<file path="src/tcd_pkg.sv">
// Shared constants and state carriers for the transition code channel decoder
package tcd_pkg;
	// APB register byte offsets
	localparam logic [11:0] OFS_CTRL = 12'h000;
	localparam logic [11:0] OFS_STATUS = 12'h004;
	localparam logic [11:0] OFS_MASK = 12'h008;
	localparam logic [11:0] OFS_STATE = 12'h00c;
	// Control register fields and reset value
	localparam int CTRL_BALANCED = 0;
	localparam logic CTRL_RESET = 1'h1;
	// Status / mask bits: four error sources and compare completion
	localparam int EV_W = 5;
	localparam int EV_DATA1 = 0;
	localparam int EV_COMPL = 1;
	localparam int EV_ACTIVITY = 2;
	localparam int EV_DRIVER = 3;
	localparam int EV_CMP_DONE = 4;
	localparam int ERR_W = 4;
	// Synchronised pin inputs, one slot each
	localparam int SYNC_W = 8;
	localparam int IN_WCLK = 0;
	localparam int IN_DATA_N = 1;
	localparam int IN_TRIG = 2;
	localparam int IN_STEST_N = 3;
	localparam int IN_ERST_N = 4;
	localparam int IN_RCLK = 5;
	localparam int IN_DCLK = 6;
	localparam int IN_HALF = 7;
	// Elastic store geometry
	localparam int ADDR_W = 4;
	localparam int DEPTH = 16;
	localparam int CODE_W = 3;
	localparam logic [1:0] CODE_LAST = 2'h2;
	// Activity monitor timeout
	localparam int CLK_PERIOD_NS = 10;
	localparam int ACT_TIMEOUT_NS = 2000;
	localparam int ACT_CYCLES = ACT_TIMEOUT_NS / CLK_PERIOD_NS;
	localparam int ACT_W = 8;

	// One transition decoder path
	typedef struct packed {
		logic [CODE_W-1:0] code;
		logic pend;
		logic first_half;
		logic level;
		logic out;
	} dec_t;

	// Address compare diagnostic
	typedef struct packed {
		logic [ADDR_W-1:0] lat_addr;
		logic lat_data;
		logic busy;
		logic arm;
		logic enable;
		logic match;
	} cmp_t;

	typedef struct packed {
		logic [31:0] prdata;
		logic pready;
		logic pslverr;
	} apb_rsp_t;
endpackage

</file>
<file path="src/transition_code_channel_decoder.sv">
// Transition code channel decoder with elastic store, diagnostics and APB control
//
// The APB register port and the register addresses were left to the implementer.
`timescale 1ns/1ps
module transition_code_channel_decoder (
	input wire logic pclk,
	input wire logic presetn,
	input wire logic psel,
	input wire logic penable,
	input wire logic pwrite,
	input wire logic [11:0] paddr,
	input wire logic [31:0] pwdata,
	output logic [31:0] prdata,
	output logic pready,
	output logic pslverr,
	output logic irq,
	input wire logic channel_data_in_n,
	input wire logic gated_write_clock,
	input wire logic compare_trigger_w24b0,
	input wire logic self_test_n,
	input wire logic error_reset_n,
	input wire logic read_clock,
	input wire logic decode_clock_2x,
	input wire logic half_rate_clock,
	output logic channel_data_out_p,
	output logic channel_data_out_n,
	output logic card_error_stuff_req_n
);
	typedef struct packed {
		logic [tcd_pkg::SYNC_W-1:0] sync1;
		logic [tcd_pkg::SYNC_W-1:0] sync2;
		logic [tcd_pkg::SYNC_W-1:0] prev;
		logic [tcd_pkg::DEPTH-1:0] store;
		logic [tcd_pkg::ADDR_W-1:0] wr_addr;
		logic [tcd_pkg::ADDR_W-1:0] rd_addr;
		logic [1:0] phase;
		tcd_pkg::dec_t dec1;
		tcd_pkg::dec_t dec2;
		tcd_pkg::cmp_t cmp;
		logic [tcd_pkg::ACT_W-1:0] act_cnt;
		logic [tcd_pkg::ERR_W-1:0] err;
		logic card_err_n;
		logic balanced;
		logic out_p;
		logic out_n;
		logic [tcd_pkg::EV_W-1:0] status;
		logic [tcd_pkg::EV_W-1:0] mask;
		logic irq;
		tcd_pkg::apb_rsp_t rsp;
	} state_t;

	state_t s;
	state_t n;

	logic [tcd_pkg::SYNC_W-1:0] pins;
	assign pins = {
		half_rate_clock,
		decode_clock_2x,
		read_clock,
		error_reset_n,
		self_test_n,
		compare_trigger_w24b0,
		channel_data_in_n,
		gated_write_clock
	};

	// Rising edge of a synchronised input; reads the second stage and the prev stage behind it
	function automatic logic rise(input state_t st, input int idx);
		rise = st.sync2[idx] & ~st.prev[idx];
	endfunction

	// One decoder step: shift on read clock, act on the double-rate clock
	function automatic tcd_pkg::dec_t dec_step(input tcd_pkg::dec_t d, input logic rd_edge,
			input logic bit_in, input logic last, input logic mark_val,
			input logic dclk_edge, input logic half_lvl);
		tcd_pkg::dec_t r;
		r = d;
		if (dclk_edge && d.pend && (half_lvl == d.first_half)) begin
			r.out = d.level;
			r.pend = 1'b0;
		end
		if (rd_edge) begin
			r.code = {d.code[tcd_pkg::CODE_W-2:0], bit_in};
			if (last) begin
				r.pend = (r.code[2] == mark_val);
				r.first_half = (r.code[1] == mark_val);
				r.level = r.code[0];
			end
		end
		return r;
	endfunction

	// Register select for one offset; shared by write and refusal decode, reads decode by case
	function automatic logic hit(input logic [11:0] addr, input logic [11:0] ofs);
		hit = (addr == ofs);
	endfunction

	// Read data for one register; unmapped offsets read as zero
	function automatic logic [31:0] read_word(input state_t st, input logic [11:0] addr);
		logic [31:0] r;
		r = '0;
		unique case (addr)
			tcd_pkg::OFS_CTRL: r = {31'h0, st.balanced};
			tcd_pkg::OFS_STATUS: r = {27'h0, st.status};
			tcd_pkg::OFS_MASK: r = {27'h0, st.mask};
			tcd_pkg::OFS_STATE: begin
				r = {11'h0,
					st.err,
					1'h0,
					st.dec2.out,
					st.dec1.out,
					st.card_err_n,
					st.cmp.busy,
					st.cmp.lat_addr,
					st.rd_addr,
					st.wr_addr};
			end
			default: r = '0;
		endcase
		return r;
	endfunction

	always_comb begin
		logic wclk_e;
		logic rclk_e;
		logic dclk_e;
		logic trig_e;
		logic stest;
		logic erst;
		logic rd_bit;
		logic last;
		logic [tcd_pkg::ADDR_W-1:0] wr_last;
		logic [tcd_pkg::ERR_W-1:0] err_set;
		logic done;
		logic acc;
		logic wr;
		logic mapped;
		wclk_e = 1'b0;
		rclk_e = 1'b0;
		dclk_e = 1'b0;
		trig_e = 1'b0;
		stest = 1'b0;
		erst = 1'b0;
		rd_bit = 1'b0;
		last = 1'b0;
		wr_last = '0;
		err_set = '0;
		done = 1'b0;
		acc = 1'b0;
		wr = 1'b0;
		mapped = 1'b0;
		n = s;

		n.sync1 = pins;
		n.sync2 = s.sync1;
		n.prev = s.sync2;
		wclk_e = rise(s, tcd_pkg::IN_WCLK);
		rclk_e = rise(s, tcd_pkg::IN_RCLK);
		dclk_e = rise(s, tcd_pkg::IN_DCLK);
		trig_e = rise(s, tcd_pkg::IN_TRIG);
		stest = ~s.sync2[tcd_pkg::IN_STEST_N];
		erst = ~s.sync2[tcd_pkg::IN_ERST_N];

		// Elastic store write side
		if (wclk_e) begin
			n.store[s.wr_addr] = ~s.sync2[tcd_pkg::IN_DATA_N];
			n.wr_addr = s.wr_addr + 1'b1;
		end

		// Read side; relies on the read clock tracking the write clock count
		rd_bit = s.store[s.rd_addr];
		last = (s.phase == tcd_pkg::CODE_LAST);
		if (rclk_e) begin
			n.rd_addr = s.rd_addr + 1'b1;
			n.phase = last ? 2'h0 : s.phase + 2'h1;
		end
		n.dec1 = dec_step(s.dec1, rclk_e, rd_bit, last, 1'b1, dclk_e,
			s.sync2[tcd_pkg::IN_HALF]);
		// Duplicate path decodes the inverted stream, so its output is the complement
		n.dec2 = dec_step(s.dec2, rclk_e, ~rd_bit, last, 1'b0, dclk_e,
			s.sync2[tcd_pkg::IN_HALF]);

		// Address compare; the bit that was just written is the one latched
		wr_last = s.wr_addr - 1'b1;
		if (trig_e && !s.cmp.busy) begin
			n.cmp.lat_addr = wr_last;
			n.cmp.lat_data = s.store[wr_last];
			n.cmp.busy = 1'b1;
			n.cmp.arm = 1'b1;
		end
		if (rclk_e) begin
			if (s.cmp.arm) begin
				n.cmp.arm = 1'b0;
				n.cmp.enable = 1'b1;
			end
			if (s.cmp.enable && s.rd_addr == s.cmp.lat_addr) begin
				n.cmp.enable = 1'b0;
				n.cmp.match = 1'b1;
			end
			if (s.cmp.match) begin
				n.cmp.match = 1'b0;
				n.cmp.busy = 1'b0;
				done = 1'b1;
				// Decoder register still holds the matched bit before this shift
				err_set[tcd_pkg::EV_DATA1] = (s.cmp.lat_data != s.dec1.code[0])
					| stest;
			end
		end

		err_set[tcd_pkg::EV_COMPL] = (s.dec1.out == s.dec2.out);

		// Retriggerable activity monitor on the output timing clock
		if (dclk_e) begin
			n.act_cnt = '0;
		end else if (s.act_cnt != tcd_pkg::ACT_W'(tcd_pkg::ACT_CYCLES)) begin
			n.act_cnt = s.act_cnt + 1'b1;
		end
		err_set[tcd_pkg::EV_ACTIVITY] =
			(s.act_cnt == tcd_pkg::ACT_W'(tcd_pkg::ACT_CYCLES));

		// Driver stage self-check on the registered pin levels
		err_set[tcd_pkg::EV_DRIVER] = s.balanced ? (s.out_p == s.out_n)
			: s.out_n;

		// Error latch; a fresh error wins over a simultaneous reset
		if (erst && !stest) begin
			n.err = '0;
		end
		n.err = n.err | err_set;
		n.card_err_n = ~|n.err;

		// APB slave with one wait state
		acc = psel & penable;
		wr = acc & s.rsp.pready & pwrite;
		mapped = hit(paddr, tcd_pkg::OFS_CTRL) || hit(paddr, tcd_pkg::OFS_STATUS)
			|| hit(paddr, tcd_pkg::OFS_MASK) || hit(paddr, tcd_pkg::OFS_STATE);
		// Refusal only in the wait cycle, so pslverr pulses with pready
		n.rsp.pready = acc & ~s.rsp.pready;
		n.rsp.pslverr = acc & ~s.rsp.pready & ~mapped;
		n.rsp.prdata = '0;
		if (acc && !s.rsp.pready && !pwrite) begin
			n.rsp.prdata = read_word(s, paddr);
		end
		if (wr && hit(paddr, tcd_pkg::OFS_CTRL)) begin
			n.balanced = pwdata[tcd_pkg::CTRL_BALANCED];
		end
		// Output pair follows the new mode at once, so the driver check
		// never sees a pair left over from the old mode
		n.out_p = s.dec1.out;
		n.out_n = n.balanced ? ~s.dec1.out : 1'b0;
		if (wr && hit(paddr, tcd_pkg::OFS_MASK)) begin
			n.mask = pwdata[tcd_pkg::EV_W-1:0];
		end
		if (wr && hit(paddr, tcd_pkg::OFS_STATUS)) begin
			n.status = s.status & ~pwdata[tcd_pkg::EV_W-1:0];
		end
		// Events are set after the clear so none is lost
		n.status = n.status | {done, err_set};
		n.irq = |(n.status & n.mask);
	end

	always_ff @(posedge pclk or negedge presetn) begin
		if (!presetn) begin
			s <= '0;
			s.sync1 <= '1;
			s.sync2 <= '1;
			s.prev <= '1;
			s.dec2.out <= 1'b1;
			s.card_err_n <= 1'b1;
			s.balanced <= tcd_pkg::CTRL_RESET;
			s.out_n <= 1'b1;
		end else begin
			s <= n;
		end
	end

	assign prdata = s.rsp.prdata;
	assign pready = s.rsp.pready;
	assign pslverr = s.rsp.pslverr;
	assign irq = s.irq;
	assign channel_data_out_p = s.out_p;
	assign channel_data_out_n = s.out_n;
	assign card_error_stuff_req_n = s.card_err_n;
endmodule // transition_code_channel_decoder

</file>
<file path="config.mk">
export PLATFORM = sky130hd
export DESIGN_NAME = transition_code_channel_decoder
export DESIGN_NICKNAME = d
export VERILOG_FILES = /design/src/tcd_pkg.sv /design/src/transition_code_channel_decoder.sv
export SDC_FILE = /design/constraint.sdc
export NUM_CORES = 1
export LEC_CHECK = 0
export BUFFER_PORTS_ARGS = -buffer_cell sky130_fd_sc_hd__buf_2
export CORE_MARGIN = 4
export CORE_UTILIZATION = 30
export CTS_BUF_LIST = sky130_fd_sc_hd__clkbuf_8
export DETAILED_ROUTE_END_ITERATION = 12
export PLACE_DENSITY = 0.45
export SYNTH_ARGS = -nofsm -noshare
export SYNTH_HDL_FRONTEND = slang
export SYNTH_SLANG_ARGS = --single-unit
</file>
<file path="constraint.sdc">
create_clock -name pclk -period 2.52 [get_ports pclk]
set_input_delay 0.378 -clock pclk [delete_from_list [all_inputs] [get_ports pclk]]
set_output_delay 0.378 -clock pclk [all_outputs]
set_load 0.02 [all_outputs]
</file>
==> results summary, run 1 <==
The path class of the lowest-slack min-delay path is in -> reg. The xor-xnor portion of the synthesized cell area is 0.0393. The critical path starts at s[91]$_DFFE_PN0P_. The horizontal die dimension came out at about 140 um.

The critical path goes through inv_1 > ha_1 > mux4_2 > mux4_2 > nand2_1 > nand2_1. The termination of the worst setup path is s[65]$_DFFE_PN0P_. 0 antenna diodes ended up in the layout. The highest clock frequency the design can meet is 0.473 GHz. The TritonCTS buffer count is 17.

The number of setup violations in the final report came out at 0. The ratio of cells with drive above 1 in the final layout is 0.288. The count of mapped cells out of synthesis came out at 433. The residual antenna-violating net count after detailed routing came out at 0. The sum of negative setup slack came out at 0 ns. The largest net degree at the start of global routing came out at between 50 and 60. The worst clock skew came out at between 0.008 and 0.009 ns. The worst slew slack as a fraction of its limit came out at 0.572. The post-synthesis sequential area ratio came out at 0.572.

The actual slew at the worst max-slew pin came out at approximately 0.64 ns. At the worst endpoint, the arrival time is about 2.4 ns. The slowest stage of the critical path belongs to the cell sky130_fd_sc_hd__mux4_2. The via density per instance came out at roughly 4.5.

After detailed placement, the total cell area comes to between 5000 and 6000 sq um. The yosys synthesis warning count came out at 0. The finished cells cover 5870 sq um. The number of post-CTS setup repair buffers is 0. The highest net fanout along the worst path came out at 6. The placed wire-length estimate after detailed placement is around 7400 um. The post-route worst hold slack came out at roughly 0.039 ns. The count of nets after finishing is between 500 and 600. In the final layout, flip-flops and latches occupy ~2900 sq um. The floorplan die height came out at approximately 140 um. The worst setup path is captured at a register. The routed layout has about 3200 vias.

The flow ran to the end, and the final reports show no timing, DRC or antenna violations. The area of the core is between 15000 and 20000 sq um. The leading cell type in the layout, fill and taps excluded is sky130_fd_sc_hd__dfrtp_1. By area, the combinational part of the netlist is dominated by simple AND/OR/NAND/NOR gates.

Routability-driven placement finished with a final weighted congestion of a little under 0.8. The number of different library cells used by synthesis comes to between 40 and 50. The number of global-route vias before repair came out at 3258. The adder and majority cell fraction of the synthesized area is 0.0195. The logic depth of the worst register-to-register path is 6. The layout has between 1500 and 2000 filler cells.

The netlist area before placement came out at 5130 sq um. The number of cells after detailed placement came out at around 680. The post-placement worst setup slack came out at approximately 0.37 ns.

Setup repair after global routing left no endpoint under its margin. The power density over cell area came out at roughly 940 nW/um^2. The number of port buffers came out at between 50 and 60.

The total clock sinks is between 100 and 150. The total grt overflow is 0. For this run, the total global-route usage over all layers was measured as 0.114.

In this run the critical register-to-register path is launched from s[91]$_DFFE_PN0P_. The number of levels in the clock H-tree came out at 4. The setup check on the worst reg-to-reg path leaves a slack of 0.41 ns. Of the total synthesized cell area, the portion taken by AND, OR, NAND and NOR gates is 0.150. Synthesis inferred about 120 register bits. The total count of max-transition violations in the final report came out at 0. The initial cell density of the core is 0.307. The site row count is 47. The start-to-end type of the worst setup path is reg -> reg. The maximum buffer depth of the clock tree came out at 2.

The final critical delay including setup and external delays is between 2 and 2.5 ns. The static leakage is about 2.8 nW. The final routed DRC violation total is 0. The layout overhead on the synthesized area came out at 14.5%. The average cell area after synthesis is 11.9 sq um. The root buffer cell chosen for the clock tree is sky130_fd_sc_hd__clkbuf_8. The routed wire length is roughly 10000 um. The number of DRC violations after detailed-routing iteration 0 is 138.

Leaving out fill and tap cells, the most frequent cells in the layout are sky130_fd_sc_hd__dfrtp_1 (92), sky130_fd_sc_hd__nand2_1 (56), sky130_fd_sc_hd__buf_2 (54). At the later pin of the worst-skew pair, clock insertion delay measures approximately 0.43 ns. The initial antenna violation count came out at 0.

Power comes to 5.54 mW. The number of optimization iterations in the first detailed-route pass came out at 4. Measured on the finished design, the core utilization comes to 0.352. The tool flagged a number of max-cap violations equal to 0.

The post-synthesis compound-gate area fraction came out at 0.0746. TritonCTS built the clock tree. The average wire per standard cell is roughly 15 um. In this run the critical register-to-register path is captured at s[65]$_DFFE_PN0P_.

The first global-routing pass estimated between 15000 and 20000 um of wire. The multi-input combinational cells in the finished layout cover a total of ~1900 sq um. The worst setup path is launched from a register. Data on the critical path is required at its endpoint by around 2.9 ns. The clock-pin slew on the worst setup and hold paths came out at approximately 0.070 ns. In this design, the stage delay of the slowest critical-path cell is approximately 0.48 ns. The die covers around 19000 sq um. The post-route clock period utilization is 0.838. The count of final hold-check violations came to 0. Pin placement for this block handled between 90 and 100 I/O pins. The worst ir drop on vdd came out at 0.000341 V. The worst path meets setup with between 0.4 and 0.5 ns of slack. After synthesis, the share of cell area in mux cells is 0.0766. The count of placed standard cells in the final layout, fillers left out is 710.
synth_stat cells (all sizes together):
cell / number / area share
and2: 16 / 0.020
a22oi: 5 / 0.0073
buf: 39 / 0.056
nor4b: 3 / 0.0051
a21o: 1 / 0.0015
or2: 3 / 0.0037
and4b: 1 / 0.0020
and3: 2 / 0.0024
nand2: 56 / 0.041
xnor2: 12 / 0.020
nor2: 21 / 0.019
and4: 2 / 0.0034
o21a: 2 / 0.0029
nand3b: 3 / 0.0044
conb: 1 / 0.00073
clkbuf: 9 / 0.0066
xor2: 11 / 0.019
a211o: 1 / 0.0017
nor3b: 2 / 0.0029
o211ai: 1 / 0.0015
dfrtp: 92 / 0.45
o21ai: 25 / 0.024
mux2: 12 / 0.026
a31oi: 1 / 0.0012
nor3: 4 / 0.0039
or4: 1 / 0.0015
o22ai: 2 / 0.0024
a21boi: 3 / 0.0044
nor4: 3 / 0.0095
mux2i: 1 / 0.0020
dfstp: 24 / 0.12
nand3: 6 / 0.0059
o31ai: 16 / 0.023
ha: 8 / 0.020
nor2b: 8 / 0.0098
inv: 8 / 0.0059
mux4: 11 / 0.048
nand4b: 1 / 0.0017
nand2b: 8 / 0.0098
a21oi: 4 / 0.0039
nand4: 4 / 0.0049
power breakdown:
part | internal (mW) | switching, mW | leakage, nW
Sequential | 2.23 | 0.371 | 1.45
Combinational | 0.634 | 0.623 | 1.10
Clock | 0.984 | 0.701 | 0.221
critical path: cells and delay by family, from the launching register on:
| family | cells | cell delay, ns |
|---|---|---|
| simple gates | 2 | 0.14 |
| flops | 1 | 0.45 |
| mux | 2 | 0.84 |
| buf+inv | 1 | 0.13 |
| fa+ha+maj | 1 | 0.45 |
cells by family (layout without fill, tap and decap cells):
group | Yosys count | in the layout
fa+ha+maj | 8 | 8
compound gates | 61 | 61
xor+xnor | 23 | 23
buf+inv | 56 | 102
other cells | 1 | 12
mux | 24 | 24
simple gates | 144 | 144
flops | 116 | 116
final cells by class:
cell class                      instances  area share
Sequential cell                       116       0.499
Multi-Input combinational cell        272       0.322
Timing Repair Buffer                   63      0.0601
Clock buffer                           22      0.0516
Tap cell                              220      0.0469
Clock inverter                          9      0.0151
Inverter                                8     0.00511
timing repair:
item / 4_1_cts / 5_1_grt
endpoints found under the setup margin: 0 / 0
resized for setup: 0 / 0
hold buffers: 1 / 0
hold endpoints to repair: 22 / 0
worst min path at each step:
stage / cells past startpoint / endpoint / start / slack [ns]
floorplan: 0 / channel_data_out_p$_DFF_PN0_ / presetn / 0.08
global placement: 1 / prdata[3]$_DFF_PN0_ / presetn / 0.35
detailed placement: 0 / n[112]$_DFF_PN1_ / n[120]$_DFF_PN1_ / 0.35
CTS: 1 / n[121]$_DFF_PN1_ / self_test_n / 0.002
global route: 1 / n[121]$_DFF_PN1_ / self_test_n / 0.002
finish: 1 / n[119]$_DFF_PN1_ / channel_data_in_n / 0.04
state kept, by name, indices dropped and copies added (netlist names):
signal / flops
s: 73
prdata: 20
n: 17
card_error_stuff_req_n: 1
channel_data_out_n: 1
channel_data_out_p: 1
irq: 1
pready: 1
pslverr: 1
per-layer routing:
| layer | GRT usage | wire [um] | vias to the layer above |
|---|---|---|---|
| met3 | 0.0410 | 608 | 17 |
| li1 | - | - | 1544 |
| met2 | 0.176 | 4790 | 93 |
| met1 | 0.145 | 4730 | 1534 |
| met5 | 0 | 0 | - |
| met4 | 0.0479 | 185 | 0 |
(Power assumes the default switching activity.)
==> inputs of run 2 (changes only) <==
==> constraint.sdc (replaced) <==
create_clock -name pclk -period 2.09 [get_ports pclk]
set_input_delay 0.3135 -clock pclk [delete_from_list [all_inputs] [get_ports pclk]]
set_output_delay 0.3135 -clock pclk [all_outputs]
set_load 0.02 [all_outputs]
==> run 2 against run 1 <==
Effect of this change:
- sequential share of layout area down 2.2 points
- design area rose by 4.5%
- critical endpoint unchanged
- critical path depth stayed put
- wire length rose by 1.0%
- largest cell class unchanged
- die area unchanged
- non-clock buffer count up 18
- register-to-register slack got worse by 0.25 ns
- sequential power rose by 18%
- worst setup slack lost 0.25 ns
- clock-buffer cell count is 4 lower
- clock power rose by 52%
- via count grew 1.9%
==> results summary, run 2 (synthesis gave the netlist of run 1 again) <==
The area of the core came out at between 15000 and 20000 sq um. The count of vias placed by the detailed router is about 3200. The layout overhead on the synthesized area came out at 19.6%.

The residual antenna-violating net count after detailed routing came out at 0. The flow ran to the end, and the final reports show no timing, DRC or antenna violations. TritonCTS built the clock tree. In this run the worst hold path is classified as in -> reg. The floorplan die height came out at 139 um. The number of post-CTS setup repair buffers came out at 0.

The worst clock skew is about 0.0077 ns. The final routed DRC violation total is 0. The maximum buffer depth of the clock tree is 2. The highest clock frequency the design can meet came out at 0.518 GHz. By startpoint and endpoint, the worst setup path is classified as reg -> reg. The last weighted congestion value of the routability-driven placer is around 0.80. The number of setup violations in the final report is 0. The total count of max-transition violations in the final report is 0. The worst setup path is captured at a register. The post-placement worst setup slack came out at 0.0624 ns. The worst-skew pair later-pin latency came out at ~0.43 ns. Once detailed placement completed, the half-perimeter wirelength came to about 7500 um.

The number of global-route vias before repair is 3233. The top-level port count came out at 95. In this run, the number of DRC markers left after iteration 0 of detailed routing was about 170. The site row count came out at 47. For this run, the share of the core covered by cells in the final layout is 0.368.

The power after layout came out at 7.28 mW. The routed wire length came out at 10400 um. The initial utilization of the core area, before any placement, comes to 0.307.

The number of levels in the clock H-tree is 4. The arrival time of data at the critical path endpoint came out at between 2 and 2.5 ns. The global-route wire length before repair is ~17000 um. The top register by number of flip-flops is s. The die outline area is 19300 sq um. Dividing the detail-routed wire length by the instance count gives around 14 um. The total placed instance area came out at approximately 5600 sq um. The final-layout fill cell count is roughly 1700. The tree built by TritonCTS fans out to about 120 sinks. The horizontal die dimension came out at ~140 um.

Setup repair after global routing left no endpoint under its margin. The sum of negative setup slack is 0 ns. The actual slew at the worst max-slew pin came out at between 0.7 and 0.8 ns. The TritonCTS buffer count is 17. The root buffer selected by CTS is sky130_fd_sc_hd__clkbuf_8.

At the worst endpoint, the required time is around 2.4 ns. The count of nets after finishing came out at about 560. The largest net degree at the start of global routing came out at 45. In this run, post-CTS hold repair placed 9 buffers. The ratio of cells with drive above 1 in the final layout came out at 0.303. 0 antenna diodes ended up in the layout. The post-layout worst setup margin came out at around 0.16 ns. The top cell types in the final layout, fill and taps aside, are sky130_fd_sc_hd__dfrtp_1 (92), sky130_fd_sc_hd__nand2_1 (56), sky130_fd_sc_hd__buf_2 (54). During placement, the flow inserted port buffers numbering 55. The static leakage is 2.90 nW. The count of final hold-check violations came to 0. The final critical delay including setup and external delays came out at about 1.9 ns. Measured against its own limit, the worst slew margin works out to 0.529.

The worst setup slack for register-to-register paths came out at between 0.15 and 0.2 ns. For this run, the detailed router's first-pass iteration total came to 4. The post-cts sizing count is 0. The via density per instance came out at between 4 and 5. The post-route clock period utilization came out at 0.924. The library cell used most frequently in the layout, excluding fill and tap cells, is sky130_fd_sc_hd__dfrtp_1. The initial antenna violation count came out at 0. The power density over cell area came out at about 1200 nW/um^2. The nature of the critical path startpoint is a register. The worst ir drop on vdd is between 0.0004 and 0.0005 V. After global routing the overflow that remains totals 0. In the global route stage, overall resource usage came out at 0.112. The flip-flop count of the largest register, all copies and words added is 73. The highest net fanout along the worst path came out at 6.

The final design instance area without fill is 6140 sq um. The number of maximum-capacitance violations came out at 0. After clock tree synthesis, the clock-pin slew on the worst setup and hold paths is roughly 0.07 ns.
-- run 2: changes by cell type in the layout (fill, tap and decap cells not counted), sizes merged --
| cell | before | now |
|---|---|---|
| inv | 13 | 11 |
| clkbuf | 22 | 18 |
| clkinv | 2 | 4 |
| dlygate4sd3 | 1 | 9 |
| bufinv | 2 | 7 |
| buf | 62 | 72 |
-- run 2: metal layers --
| metal | wire, um | vias up | global-route usage |
|---|---|---|---|
| li1 | - | 1573 | - |
| met1 | 4920 | 1568 | 0.152 |
| met2 | 4720 | 89 | 0.165 |
| met3 | 581 | 18 | 0.0383 |
| met4 | 201 | 0 | 0.0463 |
| met5 | 0 | - | 0 |
-- run 2: path summary, 6_finish.rpt --
path,startpoint,to,depth (start not counted)
max in group asynchronous,presetn,n[124]$_DFF_PN1_,3
max reg2reg,s[91]$_DFFE_PN0P_,s[65]$_DFFE_PN0P_,6
max,s[91]$_DFFE_PN0P_,s[65]$_DFFE_PN0P_,6
min,pwdata[1],s[41]$_DFF_PN0_,2
min reg2reg,n[120]$_DFF_PN1_,n[112]$_DFF_PN1_,0
min in group asynchronous,presetn,s[43]$_DFF_PN0_,2
-- run 2: worst max-delay path, stage by stage (launching register included) --
cell                      delay [ns]
sky130_fd_sc_hd__dfrtp_1        0.35
sky130_fd_sc_hd__inv_1          0.08
sky130_fd_sc_hd__ha_1           0.44
sky130_fd_sc_hd__mux4_2         0.34
sky130_fd_sc_hd__mux4_2         0.49
sky130_fd_sc_hd__nand2_1        0.08
sky130_fd_sc_hd__nand2_1        0.05
-- run 2: final cells by class --
| cell class | count | area, sq um | area share |
|---|---|---|---|
| flip-flops and latches | 116 | 2930 | 0.478 |
| multi-input cells | 272 | 1890 | 0.308 |
| repair buffers | 81 | 520 | 0.0848 |
| well taps | 220 | 275 | 0.0448 |
| clock buffers | 18 | 248 | 0.0404 |
| clock inverters | 14 | 241 | 0.0393 |
| inverters | 8 | 30.0 | 0.00489 |
-- run 2: power breakdown --
part	switching [mW]	total, mW	internal, mW	leakage [nW]
clock network	0.881	2.55	1.67	0.260
logic	0.818	1.65	0.829	1.19
registers	0.389	3.08	2.69	1.45
-- run 2: through the flow --
stage,cells,hold slack (ns)
after floorplan,444,0.0179
after global placement,688,0.334
after detailed placement,688,0.346
after CTS,729,0.0753
after global routing,729,0.0976
final,729,0.109
